==> config.mk <==
export PLATFORM = sky130hd
export DESIGN_NAME = wave_timer
export DESIGN_NICKNAME = d
export VERILOG_FILES = /design/src/verilog/wave_timer_pkg.sv /design/src/verilog/wave_timer.sv
export VERILOG_INCLUDE_DIRS = /design/src /design/src/verilog
export SDC_FILE = /design/constraint.sdc
export NUM_CORES = 1
export LEC_CHECK = 0
export BUFFER_PORTS_ARGS = -buffer_cell sky130_fd_sc_hd__buf_2
export CORE_ASPECT_RATIO = 1.1
export CORE_UTILIZATION = 55
export CTS_CLUSTER_SIZE = 10
export DETAILED_ROUTE_END_ITERATION = 8
export PLACE_DENSITY = 0.78
export SKIP_CTS_REPAIR_TIMING = 1
export SLEW_MARGIN = 25
export SYNTH_ARGS = -nofsm -noshare
export SYNTH_HDL_FRONTEND = slang
export SYNTH_SLANG_ARGS = --single-unit
==> constraint.sdc <==
create_clock -name CLOCK_I -period 10 [get_ports CLOCK_I]
set_clock_uncertainty 0.15 [all_clocks]
set_input_delay 1 -clock CLOCK_I [delete_from_list [all_inputs] [get_ports CLOCK_I]]
set_output_delay 1 -clock CLOCK_I [all_outputs]
set_load 0.02 [all_outputs]
==> src/verilog/wave_timer_consts.svh <==
// Purpose: Constants for the waveform timer block
// Assumes: 16-bit counter, APB word registers
// Notes: Offsets are byte addresses
`ifndef WAVE_TIMER_CONSTS_SVH
`define WAVE_TIMER_CONSTS_SVH
// ----------------------------------------
// Register offsets
// ----------------------------------------
`define OFS_CTRL 12'h000
`define OFS_COUNT 12'h004
`define OFS_CMPA 12'h008
`define OFS_CMPB 12'h00c
`define OFS_CAPTOP 12'h010
`define OFS_FLAGS 12'h014
// ----------------------------------------
// Control field positions
// ----------------------------------------
`define CTRL_MODE_LSB 0
`define CTRL_ACTA_LSB 4
`define CTRL_ACTB_LSB 6
`define CTRL_PRE_LSB 8
`define CTRL_DIRA_BIT 11
`define CTRL_DIRB_BIT 12
// ----------------------------------------
// Flag bits and fixed values
// ----------------------------------------
`define FLAG_OVF_BIT 0
`define FLAG_CMPA_BIT 1
`define FLAG_CMPB_BIT 2
`define FLAG_CAP_BIT 3
`define TOP_8BIT 16'h00ff
`define TOP_9BIT 16'h01ff
`define TOP_10BIT 16'h03ff
`define COUNT_MAX 16'hffff
`define COUNT_BOTTOM 16'h0000
`endif

==> src/verilog/wave_timer_pkg.sv <==
// Purpose: Types for the waveform timer block
// Assumes: Constants live in wave_timer_consts.svh
// Notes: Types only
package wave_timer_pkg;
  // Waveform mode selector values handled by this block
  typedef enum logic [3:0] {
    MODE_NORMAL = 4'h0,
    MODE_CTC_A = 4'h4,
    MODE_FAST8 = 4'h5,
    MODE_FAST9 = 4'h6,
    MODE_FAST10 = 4'h7,
    MODE_CTC_CAP = 4'hc,
    MODE_FAST_CAP = 4'he,
    MODE_FAST_A = 4'hf
  } waveform_mode_type;

  // Control register fields
  typedef struct packed {
    logic wave_pin_dir_b;
    logic wave_pin_dir_a;
    logic [2:0] prescale_sel;
    logic [1:0] output_action_b;
    logic [1:0] output_action_a;
    logic [3:0] waveform_mode_sel;
  } ctrl_type;
endpackage
==> src/verilog/wave_timer.sv <==
// How it works
// - Modes 4 and 12 clear counter at match
// - Clear-on-match sets flag of TOP register
// - Clear-on-match TOP unbuffered, missed match wraps
// - Action 1 toggles output A on match
// - Pin drives only when direction bit set
// - Overflow flag set on MAX to zero
// - Fast modes count bottom to TOP, restart
// - Fast TOP fixed, capture or compare A
// - Action 2 clears on match, 3 sets
// - Fast PWM overflow flag set at TOP
// - Fixed TOP masks upper compare bits
// - Fast PWM capture TOP writes immediate
// - Fast PWM compare A buffered until TOP
// - Extreme compare values give spike or level
// - Fast PWM toggle keeps buffering active
// - Period TOP+1 timer clocks, prescaled clock
// - Toggle frequency follows compare A value
// - Action 0 leaves output untouched
// - Counter write blocks next match
// - Reset clears output registers
// Purpose: 16-bit timer with clear-on-match and fast PWM waveforms, APB slave
// Assumes: Single 100 MHz clock, APB with zero wait states
// Notes: Flags clear by writing one; a set in the same cycle wins
//
// Local design decisions: the placing of the registers and the APB interface to the registers.
`timescale 1ns/1ps
`default_nettype none
`include "wave_timer_consts.svh"
module wave_timer
(
  input wire logic CLOCK_I,
  input wire logic RST_I,
  input wire logic PSEL_I,
  input wire logic PENABLE_I,
  input wire logic PWRITE_I,
  input wire logic [11:0] PADDR_I,
  input wire logic [31:0] PWDATA_I,
  output logic [31:0] PRDATA_O,
  output logic PREADY_O,
  output logic PSLVERR_O,
  output logic WAVE_OUT_A_O,
  output logic WAVE_OUT_A_OE_O,
  output logic WAVE_OUT_B_O,
  output logic WAVE_OUT_B_OE_O
);
  // ----------------------------------------
  // State
  // ----------------------------------------
  wave_timer_pkg::ctrl_type ctrl_q;
  logic [15:0] count_q;
  logic [15:0] cmpa_q;
  logic [15:0] cmpa_buf_q;
  logic [15:0] cmpb_q;
  logic [15:0] cmpb_buf_q;
  logic [15:0] captop_q;
  logic [3:0] flags_q;
  logic [9:0] pre_cnt_q;
  logic block_q;
  logic wave_a_q;
  logic wave_b_q;
  logic wr_en;
  logic rd_en;
  logic tick;
  logic is_ctc;
  logic is_fast;
  logic fixed_top;
  logic [15:0] top;
  logic at_top;
  logic match_a;
  logic match_b;
  logic count_wr;
  logic [15:0] wmask;
  logic [3:0] flag_set;
  // Compare value masked to the active fixed TOP width
  function automatic logic [15:0] mask_top(input logic [15:0] v, input logic [15:0] m);
    mask_top = v & m;
  endfunction
  // Next output level for one channel on match or bottom
  // Bottom restores the level opposite to the match action; a match in the
  // same cycle wins, so a compare value equal to TOP holds the match level
  function automatic logic wave_next(input logic cur, input logic [1:0] act,
                                     input logic fast, input logic match, input logic bottom);
    wave_next = cur;
    if (fast && bottom && act[1])
      wave_next = ~act[0];
    if (match)
    begin
      unique case (act)
        2'h0: wave_next = cur;
        2'h1: wave_next = ~cur;
        2'h2: wave_next = 1'b0;
        2'h3: wave_next = 1'b1;
      endcase
    end
  endfunction
  // ----------------------------------------
  // Bus decode and mode decode
  // ----------------------------------------
  assign wr_en = PSEL_I && PENABLE_I && PWRITE_I;
  assign rd_en = PSEL_I && !PENABLE_I && !PWRITE_I;
  assign count_wr = wr_en && (PADDR_I == `OFS_COUNT);
  assign is_ctc = (ctrl_q.waveform_mode_sel == 4'(wave_timer_pkg::MODE_CTC_A))
               || (ctrl_q.waveform_mode_sel == 4'(wave_timer_pkg::MODE_CTC_CAP));
  assign is_fast = (ctrl_q.waveform_mode_sel == 4'(wave_timer_pkg::MODE_FAST8))
                || (ctrl_q.waveform_mode_sel == 4'(wave_timer_pkg::MODE_FAST9))
                || (ctrl_q.waveform_mode_sel == 4'(wave_timer_pkg::MODE_FAST10))
                || (ctrl_q.waveform_mode_sel == 4'(wave_timer_pkg::MODE_FAST_CAP))
                || (ctrl_q.waveform_mode_sel == 4'(wave_timer_pkg::MODE_FAST_A));
  assign fixed_top = is_fast && !ctrl_q.waveform_mode_sel[3];
  // TOP source selection
  always_comb
  begin
    unique case (ctrl_q.waveform_mode_sel)
      4'h5: top = `TOP_8BIT;
      4'h6: top = `TOP_9BIT;
      4'h7: top = `TOP_10BIT;
      4'h4, 4'hf: top = cmpa_q;
      4'hc, 4'he: top = captop_q;
      default: top = `COUNT_MAX;
    endcase
    wmask = fixed_top ? top : `COUNT_MAX;
  end
  // Full-width compares; a write to the counter suppresses the next one
  assign at_top = (count_q == top);
  assign match_a = !block_q && (count_q == cmpa_q);
  assign match_b = !block_q && (count_q == cmpb_q);

  // ----------------------------------------
  // Prescaler: divide by 1, 8, 64, 256 or 1024, 0 stops the timer
  // ----------------------------------------
  always_ff @(posedge CLOCK_I or posedge RST_I)
  begin
    if (RST_I)
      pre_cnt_q <= 10'h000;
    else
      pre_cnt_q <= pre_cnt_q + 10'h001;
  end

  always_comb
  begin
    unique case (ctrl_q.prescale_sel)
      3'h1: tick = 1'b1;
      3'h2: tick = (pre_cnt_q[2:0] == 3'h7);
      3'h3: tick = (pre_cnt_q[5:0] == 6'h3f);
      3'h4: tick = (pre_cnt_q[7:0] == 8'hff);
      3'h5: tick = (pre_cnt_q == 10'h3ff);
      default: tick = 1'b0;
    endcase
  end

  // ----------------------------------------
  // Counter
  // ----------------------------------------
  always_ff @(posedge CLOCK_I or posedge RST_I)
  begin
    if (RST_I)
      count_q <= `COUNT_BOTTOM;
    else if (count_wr)
      count_q <= PWDATA_I[15:0];
    else if (tick)
    begin
      if ((is_ctc || is_fast) && at_top)
        count_q <= `COUNT_BOTTOM;
      else
        count_q <= count_q + 16'h0001;
    end
  end

  // Match blocking lasts until the next timer clock has passed
  always_ff @(posedge CLOCK_I or posedge RST_I)
  begin
    if (RST_I)
      block_q <= 1'b0;
    else if (count_wr)
      block_q <= 1'b1;
    else if (tick)
      block_q <= 1'b0;
  end

  // ----------------------------------------
  // Compare registers and buffers
  // ----------------------------------------
  always_ff @(posedge CLOCK_I or posedge RST_I)
  begin
    if (RST_I)
    begin
      cmpa_buf_q <= 16'h0000;
      cmpb_buf_q <= 16'h0000;
    end
    else if (wr_en && PADDR_I == `OFS_CMPA)
      cmpa_buf_q <= mask_top(PWDATA_I[15:0], wmask);
    else if (wr_en && PADDR_I == `OFS_CMPB)
      cmpb_buf_q <= mask_top(PWDATA_I[15:0], wmask);
  end

  // Buffered in fast PWM, loaded at TOP; direct otherwise
  always_ff @(posedge CLOCK_I or posedge RST_I)
  begin
    if (RST_I)
    begin
      cmpa_q <= 16'h0000;
      cmpb_q <= 16'h0000;
    end
    else if (!is_fast)
    begin
      if (wr_en && PADDR_I == `OFS_CMPA)
        cmpa_q <= mask_top(PWDATA_I[15:0], wmask);
      if (wr_en && PADDR_I == `OFS_CMPB)
        cmpb_q <= mask_top(PWDATA_I[15:0], wmask);
    end
    else if (tick && at_top)
    begin
      cmpa_q <= cmpa_buf_q;
      cmpb_q <= cmpb_buf_q;
    end
  end

  // Capture/TOP register is never buffered
  always_ff @(posedge CLOCK_I or posedge RST_I)
  begin
    if (RST_I)
      captop_q <= 16'h0000;
    else if (wr_en && PADDR_I == `OFS_CAPTOP)
      captop_q <= PWDATA_I[15:0];
  end

  // ----------------------------------------
  // Flags: hardware sets, writing one clears, set wins
  // ----------------------------------------
  always_comb
  begin
    flag_set = 4'h0;
    if (tick)
    begin
      flag_set[`FLAG_CMPA_BIT] = match_a;
      flag_set[`FLAG_CMPB_BIT] = match_b;
      if (is_fast && at_top)
        flag_set[`FLAG_OVF_BIT] = 1'b1;
      else if (count_q == `COUNT_MAX)
        flag_set[`FLAG_OVF_BIT] = 1'b1;
      if (at_top && (ctrl_q.waveform_mode_sel inside {4'hc, 4'he}))
        flag_set[`FLAG_CAP_BIT] = 1'b1;
    end
  end

  always_ff @(posedge CLOCK_I or posedge RST_I)
  begin
    if (RST_I)
      flags_q <= 4'h0;
    else if (wr_en && PADDR_I == `OFS_FLAGS)
      flags_q <= (flags_q & ~PWDATA_I[3:0]) | flag_set;
    else
      flags_q <= flags_q | flag_set;
  end

  // ----------------------------------------
  // Waveform output registers
  // ----------------------------------------
  always_ff @(posedge CLOCK_I or posedge RST_I)
  begin
    if (RST_I)
    begin
      wave_a_q <= 1'b0;
      wave_b_q <= 1'b0;
    end
    else if (tick)
    begin
      // Match after bottom so a compare equal to TOP holds the match level
      wave_a_q <= wave_next(wave_a_q, ctrl_q.output_action_a, is_fast, match_a,
                            at_top && is_fast);
      wave_b_q <= wave_next(wave_b_q, ctrl_q.output_action_b, is_fast,
                            match_b && ctrl_q.output_action_b != 2'h1, at_top && is_fast);
    end
  end

  // Pin drive follows the direction bits
  always_ff @(posedge CLOCK_I or posedge RST_I)
  begin
    if (RST_I)
    begin
      WAVE_OUT_A_O <= 1'b0;
      WAVE_OUT_A_OE_O <= 1'b0;
      WAVE_OUT_B_O <= 1'b0;
      WAVE_OUT_B_OE_O <= 1'b0;
    end
    else
    begin
      WAVE_OUT_A_O <= wave_a_q;
      WAVE_OUT_A_OE_O <= ctrl_q.wave_pin_dir_a;
      WAVE_OUT_B_O <= wave_b_q;
      WAVE_OUT_B_OE_O <= ctrl_q.wave_pin_dir_b;
    end
  end

  // ----------------------------------------
  // APB slave: no wait states, read data in access phase
  // ----------------------------------------
  always_ff @(posedge CLOCK_I or posedge RST_I)
  begin
    if (RST_I)
      ctrl_q <= '0;
    else if (wr_en && PADDR_I == `OFS_CTRL)
      ctrl_q <= PWDATA_I[12:0];
  end

  always_ff @(posedge CLOCK_I or posedge RST_I)
  begin
    if (RST_I)
    begin
      PRDATA_O <= 32'h0000_0000;
      PSLVERR_O <= 1'b0;
      PREADY_O <= 1'b0;
    end
    else
    begin
      PREADY_O <= PSEL_I && !PENABLE_I; // High in the first access cycle, no waits
      PSLVERR_O <= 1'b0;
      PRDATA_O <= 32'h0000_0000;
      if (PSEL_I && !PENABLE_I && !(PADDR_I inside {`OFS_CTRL, `OFS_COUNT, `OFS_CMPA,
          `OFS_CMPB, `OFS_CAPTOP, `OFS_FLAGS}))
        PSLVERR_O <= 1'b1;
      if (rd_en)
      begin
        unique case (PADDR_I)
          `OFS_CTRL: PRDATA_O <= {19'h00000, ctrl_q};
          `OFS_COUNT: PRDATA_O <= {16'h0000, count_q};
          `OFS_CMPA: PRDATA_O <= {16'h0000, is_fast ? cmpa_buf_q : cmpa_q};
          `OFS_CMPB: PRDATA_O <= {16'h0000, is_fast ? cmpb_buf_q : cmpb_q};
          `OFS_CAPTOP: PRDATA_O <= {16'h0000, captop_q};
          `OFS_FLAGS: PRDATA_O <= {28'h0000000, flags_q};
          default: PRDATA_O <= 32'h0000_0000;
        endcase
      end
    end
  end
endmodule // wave_timer
`default_nettype wire

; ---- After elaboration in Yosys (flattened, before gate mapping)
; Index checks and enable logic that the tools add are counted.
[classes]
reduce_logical = 50
mux = 30
n_bitwise = 10
add_sub_neg = 2
n_eq_ne = 35
[op_table]
columns = op, count
row1 = $mux 16, 13
row2 = $pmux 16 s6, 1
row3 = $pmux 16 s5, 1
row4 = $eq 16x16->1, 3
row5 = $eq 12x4->1 const B, 2
row6 = $eq 12x5->1 const B, 2
row7 = $logic_and 1x1->1, 22
row8 = $add 16x1->16 const B, 1
row9 = $and 16x16->16, 1
row10 = $eq 16x16->1 const B, 1
row11 = $eq 4x3->1 const B, 4
row12 = $eq 12x3->1 const B, 1
row13 = $eq 4x4->1 const B, 3
row14 = $logic_not 12->1, 1
row15 = $reduce_bool 2->1, 6
row16 = $add 10x1->10 const B, 1
row17 = $eq 10x10->1 const B, 1
row18 = $mux 1, 10
row19 = $eq 3x3->1 const B, 3
row20 = $eq 2x2->1 const B, 4
row21 = $eq 8x8->1 const B, 1
row22 = $mux 4, 2
row23 = $or 4x4->4, 2
row24 = $eq 3x2->1 const B, 2
row25 = other kinds (17), 39
[totals]
word_cells = 151
output_inout_bits = 38
regBits = 164
in_bits = 49

; ---- Depth between registers and ports, before layout
[logic_depth]
word_depth = 10
ltp_mapped = 15
mapped_depth_nobuf = 10

; ---- Worst setup path before layout
; OpenSTA, ideal clock, no wires.
[synth_timing]
path_type = input -> register
from = input port PADDR_I[7]
to = register cmpb_q[0]
required_ps = 9725
path_buffers = 1
path_stages = 7
setup_ps = 125
slack_ps = 6497
arrival_ps = 3228
cell_sequence = nor4_1 > nand3_1 > nor3b_1 > nand3_1 > o21ai_2 > buf_4 > mux2_2
[synth_between]
elab_chain_cells = 4
[synth_rtl]
columns = item, line
row1 = "start, declared", wave_timer.sv:37  ; input wire logic [11:0] PADDR_I,
row2 = $eq 12x4->1, --
row3 = $logic_and 1x1->1 (no source line), --
row4 = $reduce_bool 2->1 (no source line), --
row5 = $reduce_and 2->1 (no source line), --
row6 = "end signal, assigned", wave_timer.sv:210  ; cmpb_q <= mask_top(PWDATA_I[15:0], wmask);
row7 = "end signal, assigned", wave_timer.sv:215  ; cmpb_q <= cmpb_buf_q;
row8 = "end, declared", wave_timer.sv:54  ; logic [15:0] cmpb_q;
; No other way between the ends.
; A chain may end at the register's enable or synchronous reset.

; ---- Worst setup path after layout
[layout_timing]
from = register ctrl_q[0] in the netlist's numbering
to = register cmpa_q[1]
[layout_between]
elab_chain_cells = 10
elab_cells_between_ends = 24
cone_classes = 9 x eq/ne / 4 x mux / 1 x bitwise / 10 x reduce/logical
[layout_rtl]
columns = item, line
row1 = "start, declared", wave_timer.sv:50  ; wave_timer_pkg::ctrl_type ctrl_q;
row2 = "start signal, assigned", wave_timer.sv:304  ; ctrl_q <= PWDATA_I[12:0];
row3 = branches (longest 10 deep; another with $pmux 16 s5), --
row4 = "end signal, assigned", wave_timer.sv:208  ; cmpa_q <= mask_top(PWDATA_I[15:0], wmask);
row5 = "end signal, assigned", wave_timer.sv:214  ; cmpa_q <= cmpa_buf_q;
row6 = "end, declared", wave_timer.sv:52  ; logic [15:0] cmpa_q;
; Parallel ways; which one is timed is not known. The select of a mux whose other input is x is not followed.

==> results <==
- The largest voltage drop on the vdd net is 0.115 mV.
- The max-slew violation total from the final report came to 0.
- The power after layout is 1.29 mW.
- The worst setup path is captured at a flip-flop.
- In this run, distinct cell masters in the synthesized netlist total 61.
- The number of search-and-repair iterations in the first detailed-routing pass is 5.
- The post-synthesis sequential area ratio is 0.440.
- For the worst setup path, the data arrival time is 4.61 ns.
- The worst-case reg-to-reg path depth is 9.
- The number of vias in the routed layout is 6639.
- Setup repair after global routing left no endpoint under its margin.
- The number of flops mapped to enable cells by yosys is 0.
- Setup violations remaining at the end of the flow were counted as 0.
- For this run, the leading register cell type out of synthesis is dfrtp_1.
- The number of hold violations in the final report is 0.
- The count of nets left with antenna violations after detail routing is 0.
- The number of global-route vias before repair was 6446.
- The share of total power dissipated in sequential elements is 0.474.
- The normalized max-slew margin is 0.308.
- The total inserted antenna cells is 0.
- Ranked by instance count, the synthesized netlist is headed by 148 x dfrtp_1, 145 x nand2_1, 66 x mux2_2.
- The clock latency reported for the late side of the worst-skew pair is 0.43 ns.
- The detailed router finished its first iteration with 600 violations.
- The final wirelength is 20900 µm.
- The critical path is of the reg -> reg type.
- Together, buffers and inverters on the worst path number 0.
- After synthesis, the cell types taking the most area are dfrtp_1 44%, mux2_2 8.8%, nand2_1 6.5%.
- Clock tree synthesis selected as its root buffer the cell clkbuf_16.
- The pin count of the biggest net entering global routing is 76.
- The final routed DRC violation total is 0.
- The analysis attributes to net switching a power of 0.308 mW.
- The flow ran to the end, and the final reports show no timing, DRC or antenna violations.
- Buffers placed on the I/O ports in this run total 54.
- The number of synthesis warnings is 0.
- The floorplan step defined a die boundary enclosing 15800 µm².
- The worst hold path passes through 0 cells.
- The share of total power dissipated in combinational logic is 0.055.
- STA classifies the critical path startpoint as a flip-flop.
- The sum of net half-perimeters after detailed placement is 14600 µm.
- The accumulated negative setup slack is 0 ns.
- The cell with the largest stage delay on the worst path is dfrtp_1.
- In this design, the critical path's most frequently occurring cell is nand3_1.
- After global routing the overflow that remains totals 0.
- No sink is reached through more buffers than the 2 on the longest clock path.
- The kind of cell with the highest combined delay along the critical path is compound AO/OA/AOI/OAI gates.
- The H-tree generated during clock tree synthesis spans 4 levels.
- The first global-routing pass estimated 34500 µm of wire.
- The total CTS buffers is 17.
- The tool flagged a number of max-cap violations equal to 0.
- In the final routed layout, each cell accounts on average for 19.4 µm.
- The internal cell power is 0.978 mW.
- Walking the worst path, the cells encountered are nand3_1, o221ai_1, o22ai_1, a211oi_1, a211oi_2, nand3_1, or3_1, o21a_1, mux2_2.
- The die height is 132 µm.
- The core area is 15000 µm².
- The count of state elements after synthesis is 148.
- For this configuration, the core starts out at a cell density of 0.561.
- The critical path data required time is 10.16 ns.
- In the routed layout, each cell is associated on average with a via count of 6.19.
- The initial antenna violation count is 0.
- The biggest cell delay along the critical path is 1.01 ns.
- In this run the worst path has a maximum fanout of 37.
- The clock period could shrink to 4.46 ns.
- From synthesis to final layout, the design area changed by 9.82%.
- dfrtp_1 is the most common cell in the netlist.
- The clock net in this run drives a total of 148 sinks.
- Of the total power, the clock network draws 0.471.
- The final layout contains 916 nets.
- The most area-hungry cell type in the Yosys netlist is dfrtp_1.
- For the pin with the worst max-slew slack, the measured transition is 1.04 ns.
- The count of mapped cells out of synthesis is 847.
- Of the cells placed in the final design, the portion with a size suffix greater than 1 is 0.229.
- The floorplan step set the die width to 120 µm.
- The area fraction of the dominant cell type after synthesis is 0.440.
- The share of flip-flops with an asynchronous set or reset after synthesis is 1.00.
- In this run the count of I/O pins placed on the die edge is 87.
- The netlist area before placement is 8420 µm².
- The critical path crosses 9 cells after its start point.
- In this run the static leakage power is 3.99 nW.
- The worst register-to-register path has a setup slack of 5.54 ns.
- Clock-pin slew was measured on the worst setup and hold paths at 0.06 ns.
- In this run the power density over the cells is 139 nW/µm².
- Routability-driven placement finished with a final weighted congestion of 0.851.
- The peak clock frequency supported by timing is 224 MHz.
- Across every metal layer, demand over resource in global routing totals 0.284.
- The switching part of the total is 0.239.
- TritonCTS built the clock tree.
- The floorplan has 47 rows.
- The worst hold path class is reg -> reg.
- Dividing the synthesized area by the synthesized cell count gives 9.94 µm².
- The final worst-path cycle share is 0.446.
==> power by group through the flow <==
stage	combinational (mW)	sequential [mW]	clock (mW)
3_3_place_gp	0.0695	0.619	0
3_5_place_dp	0.0706	0.620	0
2_1_floorplan	0.0546	0.614	0
6_report	0.0709	0.609	0.605
4_1_cts	0.0708	0.609	0.613
5_1_grt	0.0801	0.610	0.635
==> kinds of logic (layout without fill, tap and decap cells) <==
kind of cell / count (synthesis) / count (layout) / synth area share
AOI/OAI and AO/OA: 158 / 158 / 0.124
xor gates and xnor gates: 49 / 49 / 0.0510
adders and majority gates: 3 / 3 / 0.00446
buffers and inverters: 89 / 104 / 0.0520
DFF: 148 / 148 / 0.440
muxes: 93 / 93 / 0.150
other: 1 / 16 / 0.000445
and+or+nand+nor: 306 / 306 / 0.178
==> registers in the layout, summed over array words and instances (netlist names), 10 cells and up <==
register and flops:
pre_cnt_q 10, ctrl_q 13, captop_q 16, cmpb_buf_q 16, PRDATA_O 16, cmpa_buf_q 16
cmpb_q 16, count_q 16, cmpa_q 16
==> routing by layer <==
| metal | vias to the layer above | track usage | share of wire |
|---|---|---|---|
| li1 | 3039 | - | - |
| met1 | 3309 | 0.397 | 0.43 |
| met2 | 256 | 0.442 | 0.49 |
| met3 | 35 | 0.0437 | 0.064 |
| met4 | 0 | 0.117 | 0.026 |
| met5 | - | 0 | 0 |
==> path summary, 6_finish.rpt <==
kind                                  from              end
worst min register to register  ctrl_q[11]  WAVE_OUT_A_OE_O
worst max register to register   ctrl_q[0]        cmpa_q[1]
worst max-delay path             ctrl_q[0]        cmpa_q[1]
worst min-delay path            ctrl_q[11]  WAVE_OUT_A_OE_O
min in group asynchronous            RST_I    cmpa_buf_q[0]
max in group asynchronous            RST_I     captop_q[10]
==> final cells by class <==
cell class,count,area (µm²)
timing repair buffer,62,330
clock buffer,20,457
multi-input combinational,625,4360
clock inverter,12,108
tap,196,245
fill,1206,5750
sequential,148,3700
inverter,10,42.5
==> cells in the final DEF, fill, tap and decap left out, drive strengths merged, types with 3 or more instances in the layout <==
master,count
xnor2,15
ha,3
a31oi,4
mux2,76
nand4,7
o221ai,3
a21oi,34
and2,6
clkbuf,20
nand3,21
o211ai,3
nor2,36
or4,11
nand4b,4
and4b,4
mux4,16
a211oi,6
o21ai,42
or2,3
and3,5
o31ai,8
o21a,7
nor2b,19
nor3b,8
inv,10
or3,4
nand2,145
buf,62
clkinv,8
xor2,34
and4,5
dfrtp,148
nor3,12
conb,16
clkinvlp,3
a222oi,7
a22oi,24
o22a,6
nor4,11
==> per-stage QoR <==
stage / setup WS [ns] / hold WS (ns) / instance area [µm²] / cells / utilization
after detailed placement: 5.62 / 0.243 / 8680 / 1041 / 0.579
final: 5.54 / 0.253 / 9250 / 1073 / 0.617
after global routing: 5.30 / 0.272 / 9250 / 1073 / 0.617
after CTS: 5.62 / 0.256 / 9240 / 1073 / 0.616
after global placement: 5.66 / 0.242 / 8680 / 1041 / 0.579
after floorplan: 4.87 / 0.221 / 8470 / 862 / -
No activity file was read; power rests on OpenSTA's default activity.
